## src/csdec_pkg.sv

```systemverilog
// ====================================================================
// Chip select decoder constants
package csdec_pkg;

  // ==================================================================
  // Register offsets (byte addresses on APB)
  localparam logic [7:0] CSDEC_CTRL_OFF = 8'h00;
  localparam logic [7:0] CSDEC_STRETCH_OFF = 8'h04;
  localparam logic [7:0] CSDEC_GP1_OFF = 8'h08;
  localparam logic [7:0] CSDEC_GP2_OFF = 8'h0C;
  localparam logic [7:0] CSDEC_STATUS_OFF = 8'h10;

  // ==================================================================
  // Control register fields
  localparam int CSDEC_IO_EN_BIT = 0;
  localparam int CSDEC_IO_PHASE_BIT = 1;
  localparam int CSDEC_IO_POL_BIT = 2;
  localparam int CSDEC_IO_SIZE_BIT = 3;
  localparam int CSDEC_PROG_EN_BIT = 4;
  localparam int CSDEC_PROG_SIZE_LSB = 5;
  localparam int CSDEC_PRIO_BIT = 7;
  localparam logic [7:0] CSDEC_CTRL_RESET = 8'h10;

  // ==================================================================
  // Stretch register: two bits per select, io, prog, gp1, gp2
  localparam logic [7:0] CSDEC_STRETCH_RESET = 8'h00;

  // ==================================================================
  // General select register fields
  localparam int CSDEC_GP_BASE_LSB = 0;
  localparam int CSDEC_GP_SIZE_LSB = 8;
  localparam int CSDEC_GP_POL_BIT = 16;
  localparam int CSDEC_GP_PHASE_BIT = 17;
  localparam logic [17:0] CSDEC_GP_RESET = 18'h00000;

  // ==================================================================
  // Fixed address windows
  localparam logic [15:0] CSDEC_IO_LO_4K = 16'h1000;
  localparam logic [15:0] CSDEC_IO_LO_8K = 16'h0000;
  localparam logic [15:0] CSDEC_IO_HI = 16'h1FFF;
  localparam logic [15:0] CSDEC_PROG_LO_64K = 16'h0000;
  localparam logic [15:0] CSDEC_PROG_LO_32K = 16'h8000;
  localparam logic [15:0] CSDEC_PROG_LO_16K = 16'hC000;
  localparam logic [15:0] CSDEC_PROG_LO_8K = 16'hE000;
  localparam logic [15:0] CSDEC_PROG_HI = 16'hFFFF;

  // ==================================================================
  // Select index on port H pins 4 to 7
  localparam int CSDEC_SEL_IO = 0;
  localparam int CSDEC_SEL_PROG = 1;
  localparam int CSDEC_SEL_GP1 = 2;
  localparam int CSDEC_SEL_GP2 = 3;

  // Access sequencer states
  typedef enum logic [1:0] {
    CSDEC_IDLE = 2'b00,
    CSDEC_ACCESS = 2'b01,
    CSDEC_STRETCH = 2'b10
  } csdec_state_t;

endpackage : csdec_pkg

```

## src/csdec_range.sv

```systemverilog
`timescale 1ns/1ps
// ====================================================================
// Inclusive address range compare
module csdec_range #(
  parameter int W = 16
) (
  // Address and bounds
  input wire logic [W-1:0] addr_i,
  input wire logic [W-1:0] lo_i,
  input wire logic [W-1:0] hi_i,
  // Window enable and result
  input wire logic en_i,
  output logic hit_o
);

  // Hit when enabled and inside the bounds
  always_comb
  begin
    hit_o = en_i && (addr_i >= lo_i) && (addr_i <= hi_i);
  end

endmodule : csdec_range

```

## src/csdec_top.sv

```systemverilog
`timescale 1ns/1ps
// How it works
// A select asserts when the CPU accesses its programmed range.
// Selects work only in expanded mode; never assert in single-chip mode.
// Program select covers the top of the 64K map with reset vectors.
// I/O select decodes only within the first 8K of the map.
// General selects decode anywhere in the 1M expanded space.
// Port H pins 4-7 are GPIO when not used as a select.
// I/O enable bit: 1 enables, 0 disables; resets to 0.
// I/O phase bit: 1 address valid, 0 E high only; resets 0.
// I/O polarity bit: 1 active high, 0 active low; resets 0.
// I/O size bit: 1 gives 1000h-1FFFh, 0 gives 0000h-1FFFh.
// Each select stretches its cycle 0 to 3 E clocks; I/O resets 0.
// Program enable bit: 1 enables, 0 disables; resets to 1.
// Program size: 64K, 32K at 8000h, 16K at C000h, 8K at E000h.
// Priority bit: 1 general select wins overlap, 0 program select wins.
// A stretched cycle holds the select for the extra E clocks.
// External devices answer only while selected, within the stretched cycle.
module csdec_top
  import csdec_pkg::*;
(
  // Clock and reset
  input wire logic mclk_i,
  input wire logic rst_b_i,
  // APB slave
  input wire logic psel_i,
  input wire logic penable_i,
  input wire logic pwrite_i,
  input wire logic [7:0] paddr_i,
  input wire logic [31:0] pwdata_i,
  output logic [31:0] prdata_o,
  output logic pready_o,
  output logic pslverr_o,
  // CPU bus side
  input wire logic [19:0] cpu_addr_i,
  input wire logic cpu_valid_i,
  input wire logic e_clk_i,
  input wire logic expanded_mode_i,
  output logic stretch_hold_o,
  // Port H pins 4 to 7
  input wire logic [3:0] ph_gpio_out_i,
  input wire logic [3:0] ph_gpio_oe_i,
  output logic [3:0] ph_out_o,
  output logic [3:0] ph_oe_b_o
);

  // ==================================================================
  // Declarations
  logic [7:0] ctrl_reg, ctrl_next;
  logic [7:0] stretch_reg, stretch_next;
  logic [17:0] gp1_reg, gp1_next;
  logic [17:0] gp2_reg, gp2_next;
  logic [31:0] prdata_reg, prdata_next;
  logic pready_reg, pready_next;
  logic pslverr_reg, pslverr_next;
  logic mode_meta_reg, mode_sync_reg;
  csdec_state_t state_reg, state_next;
  logic [3:0] sel_reg, sel_next;
  logic [1:0] cnt_reg, cnt_next;
  logic hold_reg, hold_next;
  logic valid_d_reg, e_d_reg;
  logic [3:0] ph_out_reg, ph_out_next;
  logic [3:0] ph_oe_b_reg, ph_oe_b_next;
  logic [15:0] io_lo, prog_lo;
  logic [19:0] gp1_lo, gp1_hi, gp2_lo, gp2_hi;
  logic [3:0] raw_hit, win_hit, sel_en, sel_pol, sel_phase, sel_act;
  logic mapped, wr_en;

  // ==================================================================
  // Mode strap synchroniser
  always_ff @(posedge mclk_i or negedge rst_b_i)
  begin
    if (!rst_b_i)
    begin
      mode_meta_reg <= 1'b0;
      mode_sync_reg <= 1'b0;
    end
    else
    begin
      mode_meta_reg <= expanded_mode_i;
      mode_sync_reg <= mode_meta_reg;
    end
  end

  // ==================================================================
  // APB slave: answer in the first access cycle
  always_comb
  begin
    mapped = (paddr_i == CSDEC_CTRL_OFF) || (paddr_i == CSDEC_STRETCH_OFF) ||
             (paddr_i == CSDEC_GP1_OFF) || (paddr_i == CSDEC_GP2_OFF) ||
             (paddr_i == CSDEC_STATUS_OFF);
    wr_en = psel_i && penable_i && pready_reg && pwrite_i && !pslverr_reg;
    pready_next = psel_i && !penable_i;
    pslverr_next = psel_i && !penable_i && !mapped;
    prdata_next = prdata_reg;
    if (psel_i && !penable_i)
    begin
      case (paddr_i)
        CSDEC_CTRL_OFF: prdata_next = {24'h000000, ctrl_reg};
        CSDEC_STRETCH_OFF: prdata_next = {24'h000000, stretch_reg};
        CSDEC_GP1_OFF: prdata_next = {14'h0000, gp1_reg};
        CSDEC_GP2_OFF: prdata_next = {14'h0000, gp2_reg};
        CSDEC_STATUS_OFF: prdata_next = {26'h0000000, hold_reg, sel_reg, mode_sync_reg};
        default: prdata_next = 32'h00000000;
      endcase
    end
  end

  // Configuration writes
  always_comb
  begin
    ctrl_next = ctrl_reg;
    stretch_next = stretch_reg;
    gp1_next = gp1_reg;
    gp2_next = gp2_reg;
    if (wr_en)
    begin
      case (paddr_i)
        CSDEC_CTRL_OFF: ctrl_next = pwdata_i[7:0];
        CSDEC_STRETCH_OFF: stretch_next = pwdata_i[7:0];
        CSDEC_GP1_OFF: gp1_next = pwdata_i[17:0];
        CSDEC_GP2_OFF: gp2_next = pwdata_i[17:0];
        default: ctrl_next = ctrl_reg;
      endcase
    end
  end

  // Bus and configuration registers
  always_ff @(posedge mclk_i or negedge rst_b_i)
  begin
    if (!rst_b_i)
    begin
      prdata_reg <= 32'h00000000;
      pready_reg <= 1'b0;
      pslverr_reg <= 1'b0;
      ctrl_reg <= CSDEC_CTRL_RESET;
      stretch_reg <= CSDEC_STRETCH_RESET;
      gp1_reg <= CSDEC_GP_RESET;
      gp2_reg <= CSDEC_GP_RESET;
    end
    else
    begin
      prdata_reg <= prdata_next;
      pready_reg <= pready_next;
      pslverr_reg <= pslverr_next;
      ctrl_reg <= ctrl_next;
      stretch_reg <= stretch_next;
      gp1_reg <= gp1_next;
      gp2_reg <= gp2_next;
    end
  end

  // ==================================================================
  // Window bounds
  always_comb
  begin
    io_lo = ctrl_reg[CSDEC_IO_SIZE_BIT] ? CSDEC_IO_LO_4K : CSDEC_IO_LO_8K;
    case (ctrl_reg[CSDEC_PROG_SIZE_LSB +: 2])
      2'h1: prog_lo = CSDEC_PROG_LO_32K;
      2'h2: prog_lo = CSDEC_PROG_LO_16K;
      2'h3: prog_lo = CSDEC_PROG_LO_8K;
      default: prog_lo = CSDEC_PROG_LO_64K;
    endcase
  end

  // General windows: base and size in 4K blocks, clipped at the top
  function automatic logic [19:0] gp_hi(input logic [17:0] cfg);
    logic [20:0] last;
    last = {1'b0, cfg[CSDEC_GP_BASE_LSB +: 8], 12'h000} +
           {1'b0, cfg[CSDEC_GP_SIZE_LSB +: 8], 12'h000} - 21'h000001;
    gp_hi = last[20] ? 20'hFFFFF : last[19:0];
  endfunction : gp_hi

  assign gp1_lo = {gp1_reg[CSDEC_GP_BASE_LSB +: 8], 12'h000};
  assign gp2_lo = {gp2_reg[CSDEC_GP_BASE_LSB +: 8], 12'h000};
  assign gp1_hi = gp_hi(gp1_reg);
  assign gp2_hi = gp_hi(gp2_reg);

  // Per select enable, polarity and phase
  always_comb
  begin
    sel_en[CSDEC_SEL_IO] = ctrl_reg[CSDEC_IO_EN_BIT];
    sel_en[CSDEC_SEL_PROG] = ctrl_reg[CSDEC_PROG_EN_BIT];
    sel_en[CSDEC_SEL_GP1] = gp1_reg[CSDEC_GP_SIZE_LSB +: 8] != 8'h00;
    sel_en[CSDEC_SEL_GP2] = gp2_reg[CSDEC_GP_SIZE_LSB +: 8] != 8'h00;
    sel_pol[CSDEC_SEL_IO] = ctrl_reg[CSDEC_IO_POL_BIT];
    sel_pol[CSDEC_SEL_PROG] = 1'b0;
    sel_pol[CSDEC_SEL_GP1] = gp1_reg[CSDEC_GP_POL_BIT];
    sel_pol[CSDEC_SEL_GP2] = gp2_reg[CSDEC_GP_POL_BIT];
    sel_phase[CSDEC_SEL_IO] = ctrl_reg[CSDEC_IO_PHASE_BIT];
    sel_phase[CSDEC_SEL_PROG] = 1'b1;
    sel_phase[CSDEC_SEL_GP1] = gp1_reg[CSDEC_GP_PHASE_BIT];
    sel_phase[CSDEC_SEL_GP2] = gp2_reg[CSDEC_GP_PHASE_BIT];
  end

  // ==================================================================
  // Range compares
  csdec_range #(.W(16)) u_io_range (
    .addr_i(cpu_addr_i[15:0]),
    .lo_i(io_lo),
    .hi_i(CSDEC_IO_HI),
    .en_i(sel_en[CSDEC_SEL_IO]),
    .hit_o(raw_hit[CSDEC_SEL_IO])
  );

  csdec_range #(.W(16)) u_prog_range (
    .addr_i(cpu_addr_i[15:0]),
    .lo_i(prog_lo),
    .hi_i(CSDEC_PROG_HI),
    .en_i(sel_en[CSDEC_SEL_PROG]),
    .hit_o(raw_hit[CSDEC_SEL_PROG])
  );

  csdec_range #(.W(20)) u_gp1_range (
    .addr_i(cpu_addr_i),
    .lo_i(gp1_lo),
    .hi_i(gp1_hi),
    .en_i(sel_en[CSDEC_SEL_GP1]),
    .hit_o(raw_hit[CSDEC_SEL_GP1])
  );

  csdec_range #(.W(20)) u_gp2_range (
    .addr_i(cpu_addr_i),
    .lo_i(gp2_lo),
    .hi_i(gp2_hi),
    .en_i(sel_en[CSDEC_SEL_GP2]),
    .hit_o(raw_hit[CSDEC_SEL_GP2])
  );

  // Overlap resolution: I/O first, then program versus general
  always_comb
  begin
    win_hit = raw_hit;
    if (raw_hit[CSDEC_SEL_IO])
    begin
      win_hit = 4'h1;
    end
    else if (ctrl_reg[CSDEC_PRIO_BIT])
    begin
      if (raw_hit[CSDEC_SEL_GP1] || raw_hit[CSDEC_SEL_GP2])
      begin
        win_hit[CSDEC_SEL_PROG] = 1'b0;
      end
    end
    else if (raw_hit[CSDEC_SEL_PROG])
    begin
      win_hit[CSDEC_SEL_GP1] = 1'b0;
      win_hit[CSDEC_SEL_GP2] = 1'b0;
    end
    if (raw_hit[CSDEC_SEL_GP1] && win_hit[CSDEC_SEL_GP2])
    begin
      win_hit[CSDEC_SEL_GP2] = 1'b0;
    end
  end

  // ==================================================================
  // Access sequencer with E clock stretching
  always_comb
  begin
    state_next = state_reg;
    sel_next = sel_reg;
    cnt_next = cnt_reg;
    hold_next = hold_reg;
    case (state_reg)
      CSDEC_IDLE:
      begin
        hold_next = 1'b0;
        if (cpu_valid_i && !valid_d_reg)
        begin
          sel_next = mode_sync_reg ? win_hit : 4'h0;
          cnt_next = 2'h0;
          for (int i = 0; i < 4; i++)
          begin
            if (win_hit[i] && mode_sync_reg)
            begin
              cnt_next = stretch_reg[2*i +: 2];
            end
          end
          state_next = CSDEC_ACCESS;
        end
      end
      CSDEC_ACCESS:
      begin
        if (e_d_reg && !e_clk_i)
        begin
          if (cnt_reg != 2'h0)
          begin
            cnt_next = cnt_reg - 2'h1;
            hold_next = 1'b1;
            state_next = CSDEC_STRETCH;
          end
          else
          begin
            sel_next = 4'h0;
            state_next = CSDEC_IDLE;
          end
        end
        else if (!cpu_valid_i)
        begin
          sel_next = 4'h0;
          state_next = CSDEC_IDLE;
        end
      end
      CSDEC_STRETCH:
      begin
        if (e_d_reg && !e_clk_i)
        begin
          if (cnt_reg != 2'h0)
          begin
            cnt_next = cnt_reg - 2'h1;
          end
          else
          begin
            hold_next = 1'b0;
            sel_next = 4'h0;
            state_next = CSDEC_IDLE;
          end
        end
      end
      default:
      begin
        state_next = CSDEC_IDLE;
        sel_next = 4'h0;
        hold_next = 1'b0;
      end
    endcase
  end

  // Select qualified by phase: address valid or E high
  always_comb
  begin
    for (int i = 0; i < 4; i++)
    begin
      sel_act[i] = sel_reg[i] && mode_sync_reg &&
                   (sel_phase[i] ? (cpu_valid_i || hold_reg) : e_clk_i);
    end
  end

  // Port H pin drive: select when assigned, else GPIO
  always_comb
  begin
    for (int i = 0; i < 4; i++)
    begin
      if (mode_sync_reg && sel_en[i])
      begin
        ph_out_next[i] = sel_pol[i] ? sel_act[i] : !sel_act[i];
        ph_oe_b_next[i] = 1'b0;
      end
      else
      begin
        ph_out_next[i] = ph_gpio_out_i[i];
        ph_oe_b_next[i] = !ph_gpio_oe_i[i];
      end
    end
  end

  // Sequencer and pin registers
  always_ff @(posedge mclk_i or negedge rst_b_i)
  begin
    if (!rst_b_i)
    begin
      state_reg <= CSDEC_IDLE;
      sel_reg <= 4'h0;
      cnt_reg <= 2'h0;
      hold_reg <= 1'b0;
      valid_d_reg <= 1'b0;
      e_d_reg <= 1'b0;
      ph_out_reg <= 4'h0;
      ph_oe_b_reg <= 4'hF;
    end
    else
    begin
      state_reg <= state_next;
      sel_reg <= sel_next;
      cnt_reg <= cnt_next;
      hold_reg <= hold_next;
      valid_d_reg <= cpu_valid_i;
      e_d_reg <= e_clk_i;
      ph_out_reg <= ph_out_next;
      ph_oe_b_reg <= ph_oe_b_next;
    end
  end

  // ==================================================================
  // Outputs
  assign prdata_o = prdata_reg;
  assign pready_o = pready_reg;
  assign pslverr_o = pslverr_reg;
  assign stretch_hold_o = hold_reg;
  assign ph_out_o = ph_out_reg;
  assign ph_oe_b_o = ph_oe_b_reg;

endmodule : csdec_top

```

## config.mk

```make
export PLATFORM = sky130hd
export DESIGN_NAME = csdec_top
export DESIGN_NICKNAME = d
export VERILOG_FILES = /design/src/csdec_pkg.sv /design/src/csdec_range.sv /design/src/csdec_top.sv
export SDC_FILE = /design/constraint.sdc
export NUM_CORES = 1
export LEC_CHECK = 0
export BUFFER_PORTS_ARGS = -buffer_cell sky130_fd_sc_hd__buf_2
export CAP_MARGIN = 15
export CORE_MARGIN = 10
export CORE_UTILIZATION = 58
export CTS_BUF_LIST = sky130_fd_sc_hd__clkbuf_2 sky130_fd_sc_hd__clkbuf_4 sky130_fd_sc_hd__clkbuf_8
export CTS_CLUSTER_SIZE = 8
export DETAILED_ROUTE_END_ITERATION = 8
export PLACE_DENSITY_LB_ADDON = 0.05
export SLEW_MARGIN = 20
export SYNTH_ARGS = -nofsm -noshare
export SYNTH_HDL_FRONTEND = slang
export SYNTH_SLANG_ARGS = --single-unit
```

## constraint.sdc

```tcl
create_clock -name mclk_i -period 5.3 [get_ports mclk_i]
set_input_delay 0.795 -clock mclk_i [delete_from_list [all_inputs] [get_ports mclk_i]]
set_output_delay 0.795 -clock mclk_i [all_outputs]
set_load 0.01 [all_outputs]
```

==> results of run 1 <==
[worst max path at each step]
stage	slack [ns]	end	startpoint	depth (start not counted)
after global routing	0.15	cnt_reg[0]	gp1_reg[2]	20
after detailed placement	0.55	cnt_reg[0]	gp1_reg[10]	20
after global placement	0.65	cnt_reg[0]	gp1_reg[2]	19
final	0.56	cnt_reg[0]	gp1_reg[10]	20
after floorplan	1.04	cnt_reg[1]	gp1_reg[10]	19
after CTS	0.55	cnt_reg[0]	gp1_reg[2]	20
[power by group through the flow]
| stage | sequential [µW] | combinational, µW | clock (µW) |
|---|---|---|---|
| 6_report | 757 | 308 | 478 |
| 5_1_grt | 761 | 348 | 514 |
| 3_3_place_gp | 769 | 292 | 0 |
| 4_1_cts | 757 | 307 | 487 |
| 3_5_place_dp | 771 | 306 | 0 |
| 2_1_floorplan | 768 | 207 | 0 |
[stage by stage]
step           util, %  hold WS, ns  setup WS, ns  instance area [µm²]
2_1_floorplan        -        0.331          1.04                 6420
3_3_place_gp      64.1        0.337         0.653                 6920
3_5_place_dp      64.1        0.341         0.550                 6920
4_1_cts           65.9        0.340         0.548                 7110
5_1_grt           65.9        0.367         0.150                 7110
6_report          65.9        0.340         0.561                 7110
[layout by cell type, fill, tap and decap left out, types with 3 or more instances in the layout]
cell type  instances
o21bai_1           3
nand2b_1          20
a21oi_1           26
a211oi_1           3
nand4_1            7
a21boi_0           3
buf_4              6
dfstp_2            5
a211o_1            3
nor4_1             7
o31ai_1           11
o211ai_1           3
a21o_1             4
nor2_1            17
and4_1             3
a221oi_1           6
mux2i_1           30
clkbuf_8           9
or4_1              4
nand3_1           10
inv_1             87
o21ai_0           60
xnor2_1            7
clkinv_2           3
ha_1              71
buf_2             89
nor2b_1            8
mux2_2            39
nand2_1           89
dfrtp_1           88
conb_1            14
[cell families (layout without fill, tap and decap cells)]
logic type                 count (synthesis)  after routing  share of synthesized area [%]
DFF                                       93             93                           36.6
buffers and inverters                    119            198                           7.83
other                                      1             14                         0.0588
xor gates and xnor gates                   9              9                           1.24
adders and majority gates                 73             73                           14.6
and+or+nand+nor                          180            180                           13.8
muxes                                     69             69                           11.6
AOI/OAI and AO/OA                        143            143                           14.3
[metal layers]
layer	up-vias	routed length [µm]
met4	0	319
met2	130	7490
met1	2497	7400
met5	-	0
li1	2547	-
met3	24	962
[final cells by class]
| type | count | area, µm² |
|---|---|---|
| fill | 906 | 3680 |
| multi-input combinational | 488 | 3590 |
| sequential | 93 | 2330 |
| timing repair buffer | 95 | 490 |
| inverter | 87 | 327 |
| tap | 140 | 175 |
| clock buffer | 10 | 131 |
| clock inverter | 6 | 62.6 |
==> results.sh, run 1 <==
export IMPL_status="completed"
export IMPL_vias=5198
export IMPL_area_delta_synth_final_pct=11.6
export IMPL_r2r_end="cnt_reg[0]"
export IMPL_crit_required_ns=5.59
export IMPL_synthArstFlopShare_pct=100
export IMPL_clock_path_buffers=2
export IMPL_synth_edf_count=0
export IMPL_die_x_um=125
export IMPL_cpPeakStageDelay_ns=0.44
export IMPL_cts_resized=0
export IMPL_ys_flop_type="dfrtp_1"
export IMPL_power_density_nw_per_um2=217
export IMPL_vias_per_cell=5.66
export IMPL_critPathBufInv=3
export IMPL_rr_worst_depth=20
export IMPL_path_class="flip-flop to flip-flop"
export IMPL_ant_nets=0
export IMPL_grt_busiest_layer="met2"
export IMPL_rsz0062_at_grt="false"
export IMPL_hpwlAfterDp_um=13000
export IMPL_p_sw_uw=461
export IMPL_drv_cap=0
export IMPL_power_uw=1540
export IMPL_place_congestion=0.878
export IMPL_cts_buffers=9
export IMPL_synth_warnings=0
export IMPL_critPathArrivalTime_ns=5.03
export IMPL_grt_total_usage_pct=20.1
export IMPL_row_count=38
export IMPL_power_frac_clock_pct=31.0
export IMPL_clock_latency_ns=0.38
export IMPL_p_leak_uw=0.00362
export IMPL_end_kind="flip-flop"
export IMPL_fmax_mhz=211
export IMPL_grt_use_met1_pct=26.3
export IMPL_netlist_instances=687
export IMPL_setup_tns_ns=0
export IMPL_htree_levels=3
export IMPL_overflow=0
export IMPL_globalRouteMet2Util_pct=32.0
export IMPL_met3_usage_pct=4.55
export IMPL_start_util_pct=59.0
export IMPL_maxSlewHeadroom_pct=30.0
export IMPL_cp_max_fo=5
export IMPL_die_area_um2=15600
export IMPL_cts_clk_slew_worst_paths_ns=0.09
export IMPL_critPathTopFamily="compound AO/OA/AOI/OAI gates"
export IMPL_drv_slew=0
export IMPL_hold_viol=0
export IMPL_dr_pass1_iters=4
export IMPL_crit_chain="inv_1 -> ha_1 -> inv_1 -> ha_1 -> a21o_1 -> a21oi_1 -> o21ai_0 -> a21oi_1 -> o21ai_0 -> a21oi_2 -> buf_4 -> mux2i_1 -> ha_1 -> a21oi_1 -> nand2_1 -> a221o_1 -> a211oi_1 -> nand3_1 -> o2111a_1 -> o41ai_2"
export IMPL_wirelength_um=16200
export IMPL_antenna_cells=0
export IMPL_cts_setup_buffers=0
export IMPL_die_h_um=125
export IMPL_tightest_slew_ns=1.05
export IMPL_setup_viol_count_final=0
export IMPL_antenna_found_initial=0
export IMPL_yosys_area_top_type="dfrtp_1"
export IMPL_synthTopCellsByCount="89 x nand2_1, 88 x dfrtp_1, 87 x inv_1, 71 x ha_1, 60 x o21ai_0"
export IMPL_instances_no_fill=919
export IMPL_period_share_pct=89.4
export IMPL_drt_iter0_markers=333
export IMPL_grt_pass1_vias=5098
export IMPL_tritoncts="yes"
export IMPL_p_comb_share_pct=20.0
export IMPL_finalNetCount=923
export IMPL_wl_per_cell_um=17.6
export IMPL_ctsHoldBuffers=0
export IMPL_core_region_area_um2=10800
export IMPL_ys_types=57
export IMPL_grt_max_degree=62
export IMPL_max_vdd_ir_drop_uv=245
export IMPL_cts_sinks=93
export IMPL_cts_root_buf="clkbuf_8"
export IMPL_syn_avg_cell_area_um2=9.28
export IMPL_p_int_uw=1080
export IMPL_cpMaxStageDelayCell="a211oi_1"
export IMPL_synth_most_common_cell="nand2_1"
export IMPL_dp_cells=903
export IMPL_io_buffers=90
export IMPL_regToRegStartpoint="gp1_reg[10]"
export IMPL_ios=119
export IMPL_ys_ff_latch=93
export IMPL_drc=0
export IMPL_ys_seq_area_share_pct=36.6
export IMPL_cp_start_kind="flip-flop"
export IMPL_drive_gt1_share_pct=20.7
export IMPL_fin_crit_ns=4.74
export IMPL_seqPwrFrac_pct=49.0
export IMPL_synth_area_top_cells="dfrtp_1 35%, ha_1 14%, mux2_2 6.9%"
export IMPL_synth_top_area_share_pct=34.6
export IMPL_grt_pass1_wl_um=25800
export IMPL_power_switching_share_pct=29.9
export IMPL_clock_skew_ns=0.0186
export IMPL_rrSetupSlack_ns=0.56
export IMPL_syn_cell_area_um2=6370
export IMPL_hp_class="input port to asynchronous set/reset pin"
(Power assumes the default switching activity.)
==> run 2, diff against run 1 <==
==> constraint.sdc (replaced) <==
create_clock -name mclk_i -period 5.3 [get_ports mclk_i]
set_input_delay 1.06 -clock mclk_i [delete_from_list [all_inputs] [get_ports mclk_i]]
set_output_delay 1.06 -clock mclk_i [all_outputs]
set_load 0.01 [all_outputs]
==> results.sh, run 2 (synthesized netlist as in run 1, its figures left out) <==
export IMPL_status="completed"
export IMPL_n_fill_cell=922
export IMPL_drive_gt1_share_pct=20.7
export IMPL_die_h_um=125
export IMPL_hold_slack_ns=0.356
export IMPL_dr_pass1_iters=4
export IMPL_cts_sinks=93
export IMPL_core_region_area_um2=10800
export IMPL_htree_levels=3
export IMPL_die_x_um=125
export IMPL_fin_crit_ns=4.81
export IMPL_cts_buffers=9
export IMPL_clock_path_buffers=2
export IMPL_max_vdd_ir_drop_uv=243
export IMPL_cts_root_buf="clkbuf_8"
export IMPL_area_delta_synth_final_pct=11.5
export IMPL_antenna_cells=0
export IMPL_cp_start_kind="flip-flop"
export IMPL_drv_slew=0
export IMPL_grt_total_usage_pct=20.2
export IMPL_power_density_nw_per_um2=213
export IMPL_ctsHoldBuffers=0
export IMPL_drv_cap=0
export IMPL_clock_latency_ns=0.36
export IMPL_tritoncts="yes"
export IMPL_drc=0
export IMPL_critPathArrivalTime_ns=5.06
export IMPL_io_buffers=90
export IMPL_grt_pass1_wl_um=26200
export IMPL_hold_viol=0
export IMPL_row_count=38
export IMPL_vias_per_cell=5.63
export IMPL_cts_setup_buffers=0
export IMPL_cts_resized=0
export IMPL_tightest_slew_ns=1.03
export IMPL_multiInputGateArea_um2=3590
export IMPL_hpwlAfterDp_um=12900
export IMPL_period_share_pct=90.7
export IMPL_wl_per_cell_um=17.5
export IMPL_grt_pass1_vias=5106
export IMPL_ios=119
export IMPL_start_util_pct=59.0
export IMPL_rsz0062_at_grt="false"
export IMPL_place_congestion=0.903
export IMPL_finalNetCount=923
export IMPL_cts_clk_slew_worst_paths_ns=0.09
export IMPL_hp_class="flip-flop to flip-flop"
export IMPL_overflow=0
export IMPL_seqCellArea_um2=2330
export IMPL_path_class="flip-flop to flip-flop"
export IMPL_power_uw=1520
export IMPL_drt_iter0_markers=330
export IMPL_p_leak_uw=0.00361
export IMPL_die_area_um2=15600
export IMPL_setup_tns_ns=0
export IMPL_grt_max_degree=53
export IMPL_layout_common_cells="89 x nand2_1, 89 x buf_2, 88 x dfrtp_1"
export IMPL_maxSlewHeadroom_pct=31.4
export IMPL_end_kind="flip-flop"
export IMPL_setup_viol_count_final=0
export IMPL_clock_skew_ns=0.0142
export IMPL_crit_required_ns=5.56
export IMPL_wirelength_um=16100
export IMPL_vias=5176
export IMPL_cp_max_fo=5
export IMPL_ant_nets=0
export IMPL_fmax_mhz=208
export IMPL_antenna_found_initial=0
## run 2: layer usage
metal	track usage [%]	share of wire (%)	up-vias
li1	-	-	2536
met1	27.3	47	2464
met2	32.2	46	150
met3	4.38	5.7	26
met4	5.15	1.7	0
met5	0	0	-
## run 2: power by group
part	total [µW]	internal, µW	leakage (µW)	switching [µW]
clock network	450	197	0.0000900	253
logic	309	123	0.00234	187
registers	757	736	0.00117	20.8
## run 2: final timing paths
check / end / slack (ns) / cells after the start / startpoint
min reg2reg: mode_sync_reg / 0.36 / 0 / mode_meta_reg
max in group asynchronous: gp1_reg[6] / 3.55 / 2 / rst_b_i
min in group asynchronous: gp2_reg[13] / 0.66 / 1 / rst_b_i
max reg2reg: cnt_reg[0] / 0.49 / 19 / gp1_reg[2]
min: mode_sync_reg / 0.36 / 0 / mode_meta_reg
max: cnt_reg[0] / 0.49 / 19 / gp1_reg[2]
## run 2: area by class of cell
cell class / count / share of cell area (%)
inverters: 87 / 4.60
clock buffers: 12 / 2.15
multi-input cells: 488 / 50.6
clock inverters: 4 / 0.458
repair buffers: 95 / 6.90
well taps: 140 / 2.47
flip-flops and latches: 93 / 32.8
## run 2: critical path, cell delays in order, from the launching register on
cell and delay (ns):
dfrtp_1 0.36, inv_1 0.09, ha_1 0.34, inv_1 0.05, ha_1 0.28, a21o_1 0.18, a21oi_1 0.21, o21ai_0 0.11
a21oi_1 0.23, o21ai_0 0.14, a21oi_2 0.34, mux2_2 0.39, ha_1 0.30, a21oi_1 0.13, o21ai_0 0.10, a221o_1 0.37
a211oi_1 0.48, nand3_1 0.14, o2111a_1 0.17, o41ai_2 0.30
## run 2: stage by stage
stage	utilization (%)	setup WS, ns	area (µm²)	instances
3_3_place_gp	64.1	0.628	6920	903
2_1_floorplan	-	1.04	6420	700
6_report	65.8	0.494	7110	919
4_1_cts	65.8	0.508	7110	919
5_1_grt	65.8	0.158	7110	919
3_5_place_dp	64.1	0.540	6920	903
==> run 3, diff against run 2 <==
Settings changed: CORE_UTILIZATION 58 to 60, SYNTH_HIERARCHICAL set to 1.
==> results.sh, run 3 <==
export IMPL_synth_simple_area_share_pct=13.0
export IMPL_max_vdd_ir_drop_uv=132
export IMPL_synth_edf_count=0
export IMPL_ys_types=63
export IMPL_vias_per_cell=5.30
export IMPL_critPathBufInv=3
export IMPL_drv_slew=0
export IMPL_cts_root_buf="clkbuf_8"
export IMPL_cts_clk_slew_worst_paths_ns=0.09
export IMPL_dr_pass1_iters=6
export IMPL_cpPeakStageDelay_ns=0.38
export IMPL_r2r_end="cnt_reg[0]"
export IMPL_rr_worst_depth=22
export IMPL_setup_viol_count_final=0
export IMPL_row_count=44
export IMPL_synth_compound_area_share_pct=15.7
export IMPL_layout_common_cells="218 x inv_1, 179 x ha_1, 122 x conb_1"
export IMPL_vias=7623
export IMPL_final_common_cell="inv_1"
export IMPL_cts_sinks=93
export IMPL_synth_top_area_share_pct=24.8
export IMPL_fin_crit_ns=4.94
export IMPL_tritoncts="yes"
export IMPL_muxShareOfSynthArea_pct=8.08
export IMPL_drt_iter0_markers=462
export IMPL_grt_total_usage_pct=21.4
export IMPL_core_region_area_um2=14600
export IMPL_synth_most_common_cell="inv_1"
export IMPL_clock_latency_ns=0.36
export IMPL_critPathArrivalTime_ns=5.19
export IMPL_hpwlAfterDp_um=17900
export IMPL_cts_resized=0
export IMPL_hold_viol=0
export IMPL_synthArstFlopShare_pct=100
export IMPL_synthAdderAreaFrac_pct=25.3
export IMPL_hold_depth=0
export IMPL_synth_area_top_cells="ha_1 25%, dfrtp_1 24%, inv_1 9.1%"
export IMPL_overflow=0
export IMPL_hold_slack_ns=0.355
export IMPL_drv_cap=0
export IMPL_clock_skew_ns=0.00825
export IMPL_period_share_pct=93.1
export IMPL_grt_pass1_vias=7234
export IMPL_cp_max_fo=6
export IMPL_die_x_um=143
export IMPL_p_leak_uw=0.00582
export IMPL_path_class="flip-flop to flip-flop"
export IMPL_synth_warnings=6
export IMPL_wirelength_um=21900
export IMPL_ys_flop_type="dfrtp_1"
export IMPL_wl_per_cell_um=15.3
export IMPL_grt_pass1_wl_um=35500
export IMPL_grt_max_degree=49
export IMPL_ys_ff_latch=93
export IMPL_worst_path_stages=22
export IMPL_drc=0
export IMPL_tightest_slew_ns=0.729
export IMPL_hold_end="mode_sync_reg"
export IMPL_htree_levels=3
export IMPL_place_congestion=0.889
export IMPL_rrSetupSlack_ns=0.36
export IMPL_fmax_mhz=203
export IMPL_ios=119
export IMPL_maxSlewHeadroom_pct=51.1
export IMPL_syn_cell_area_um2=9020
export IMPL_power_density_nw_per_um2=170
export IMPL_area_delta_synth_final_pct=13.3
export IMPL_hp_class="flip-flop to flip-flop"
export IMPL_netlist_instances=1053
export IMPL_antenna_found_initial=1
export IMPL_finalNetCount=1505
export IMPL_regToRegStartpoint="gp1_reg[2]"
export IMPL_crit_required_ns=5.55
export IMPL_crit_chain="inv_1 -> ha_1 -> inv_1 -> ha_1 -> a211oi_1 -> o21ai_0 -> a31oi_1 -> xor2_1 -> nand2b_1 -> inv_1 -> ha_1 -> a21o_1 -> a221o_1 -> a221o_1 -> a21oi_2 -> o21ai_1 -> a22oi_1 -> o21ai_0 -> nand4_1 -> o2111a_1 -> o31ai_1 -> mux2_2"
export IMPL_worstHoldStart="mode_meta_reg"
export IMPL_drive_gt1_share_pct=14.1
export IMPL_cp_start_kind="flip-flop"
export IMPL_synth_xor_xnor_area_share_pct=0.776
export IMPL_status="completed"
export IMPL_start_util_pct=61.6
export IMPL_setup_tns_ns=0
export IMPL_cts_buffers=9
export IMPL_yosys_area_top_type="ha_1"
export IMPL_cpMaxStageDelayCell="dfrtp_1"
export IMPL_syn_avg_cell_area_um2=8.57
export IMPL_io_buffers=90
export IMPL_ys_seq_area_share_pct=25.9
export IMPL_synth_top_family_by_area="adder cells"
export IMPL_critPathTopFamily="compound AO/OA/AOI/OAI gates"
export IMPL_end_kind="flip-flop"
export IMPL_die_area_um2=20300
export IMPL_rsz0062_at_grt="false"
export IMPL_ant_nets=0
export IMPL_die_h_um=143
export IMPL_cts_setup_buffers=0
export IMPL_ctsHoldBuffers=0
export IMPL_synthTopCellsByCount="218 x inv_1, 179 x ha_1, 89 x nand2_1, 88 x dfrtp_1, 76 x o21ai_0"
export IMPL_clock_path_buffers=2
==> run 3: cell families after synthesis <==
group / Yosys count
fa+ha+maj: 181
xor+xnor: 8
buf+inv: 251
flops: 93
compound gates: 229
mux: 62
simple gates: 227
other cells: 2
==> run 3: routing by layer <==
layer	global-route usage, %	up-vias	part of all wire, %
met4	3.80	0	0.73
li1	-	3891	-
met3	3.48	13	5.7
met2	36.3	172	48
met1	28.5	3547	45
met5	0	-	0
==> run 3: cell type report <==
cell class,instances,area (µm²)
clock inverter,4,48.8
timing repair buffer,97,505
inverter,218,818
tap,184,230
antenna,1,2.50
sequential,93,2330
multi-input combinational,829,6140
clock buffer,11,145
fill,1287,4420
==> run 3: where the power goes <==
| part | internal, µW | switching, µW |
|---|---|---|
| Sequential | 741 | 22.7 |
| Clock | 233 | 237 |
| Combinational | 214 | 293 |
==> run 3: through the flow <==
step                utilization [%]  setup WS (ns)  power [µW]  area [µm²]  std cells
floorplan                         -          0.998        1120        9480       1173
global placement               68.4          0.387        1260       10000       1421
detailed placement             68.4          0.298        1270       10000       1421
CTS                            69.7          0.258        1740       10200       1436
global route                   69.8         0.0733        1860       10200       1437
finish                         69.8          0.364        1740       10200       1437
==> run 3: how the worst max path moves through the flow <==
stage,start,endpoint
finish,gp1_reg[2],cnt_reg[0]
global route,gp1_reg[2],cnt_reg[0]
CTS,gp2_reg[2],cnt_reg[0]
detailed placement,gp2_reg[2],cnt_reg[0]
global placement,gp2_reg[2],cnt_reg[0]
floorplan,gp2_reg[10],cnt_reg[0]
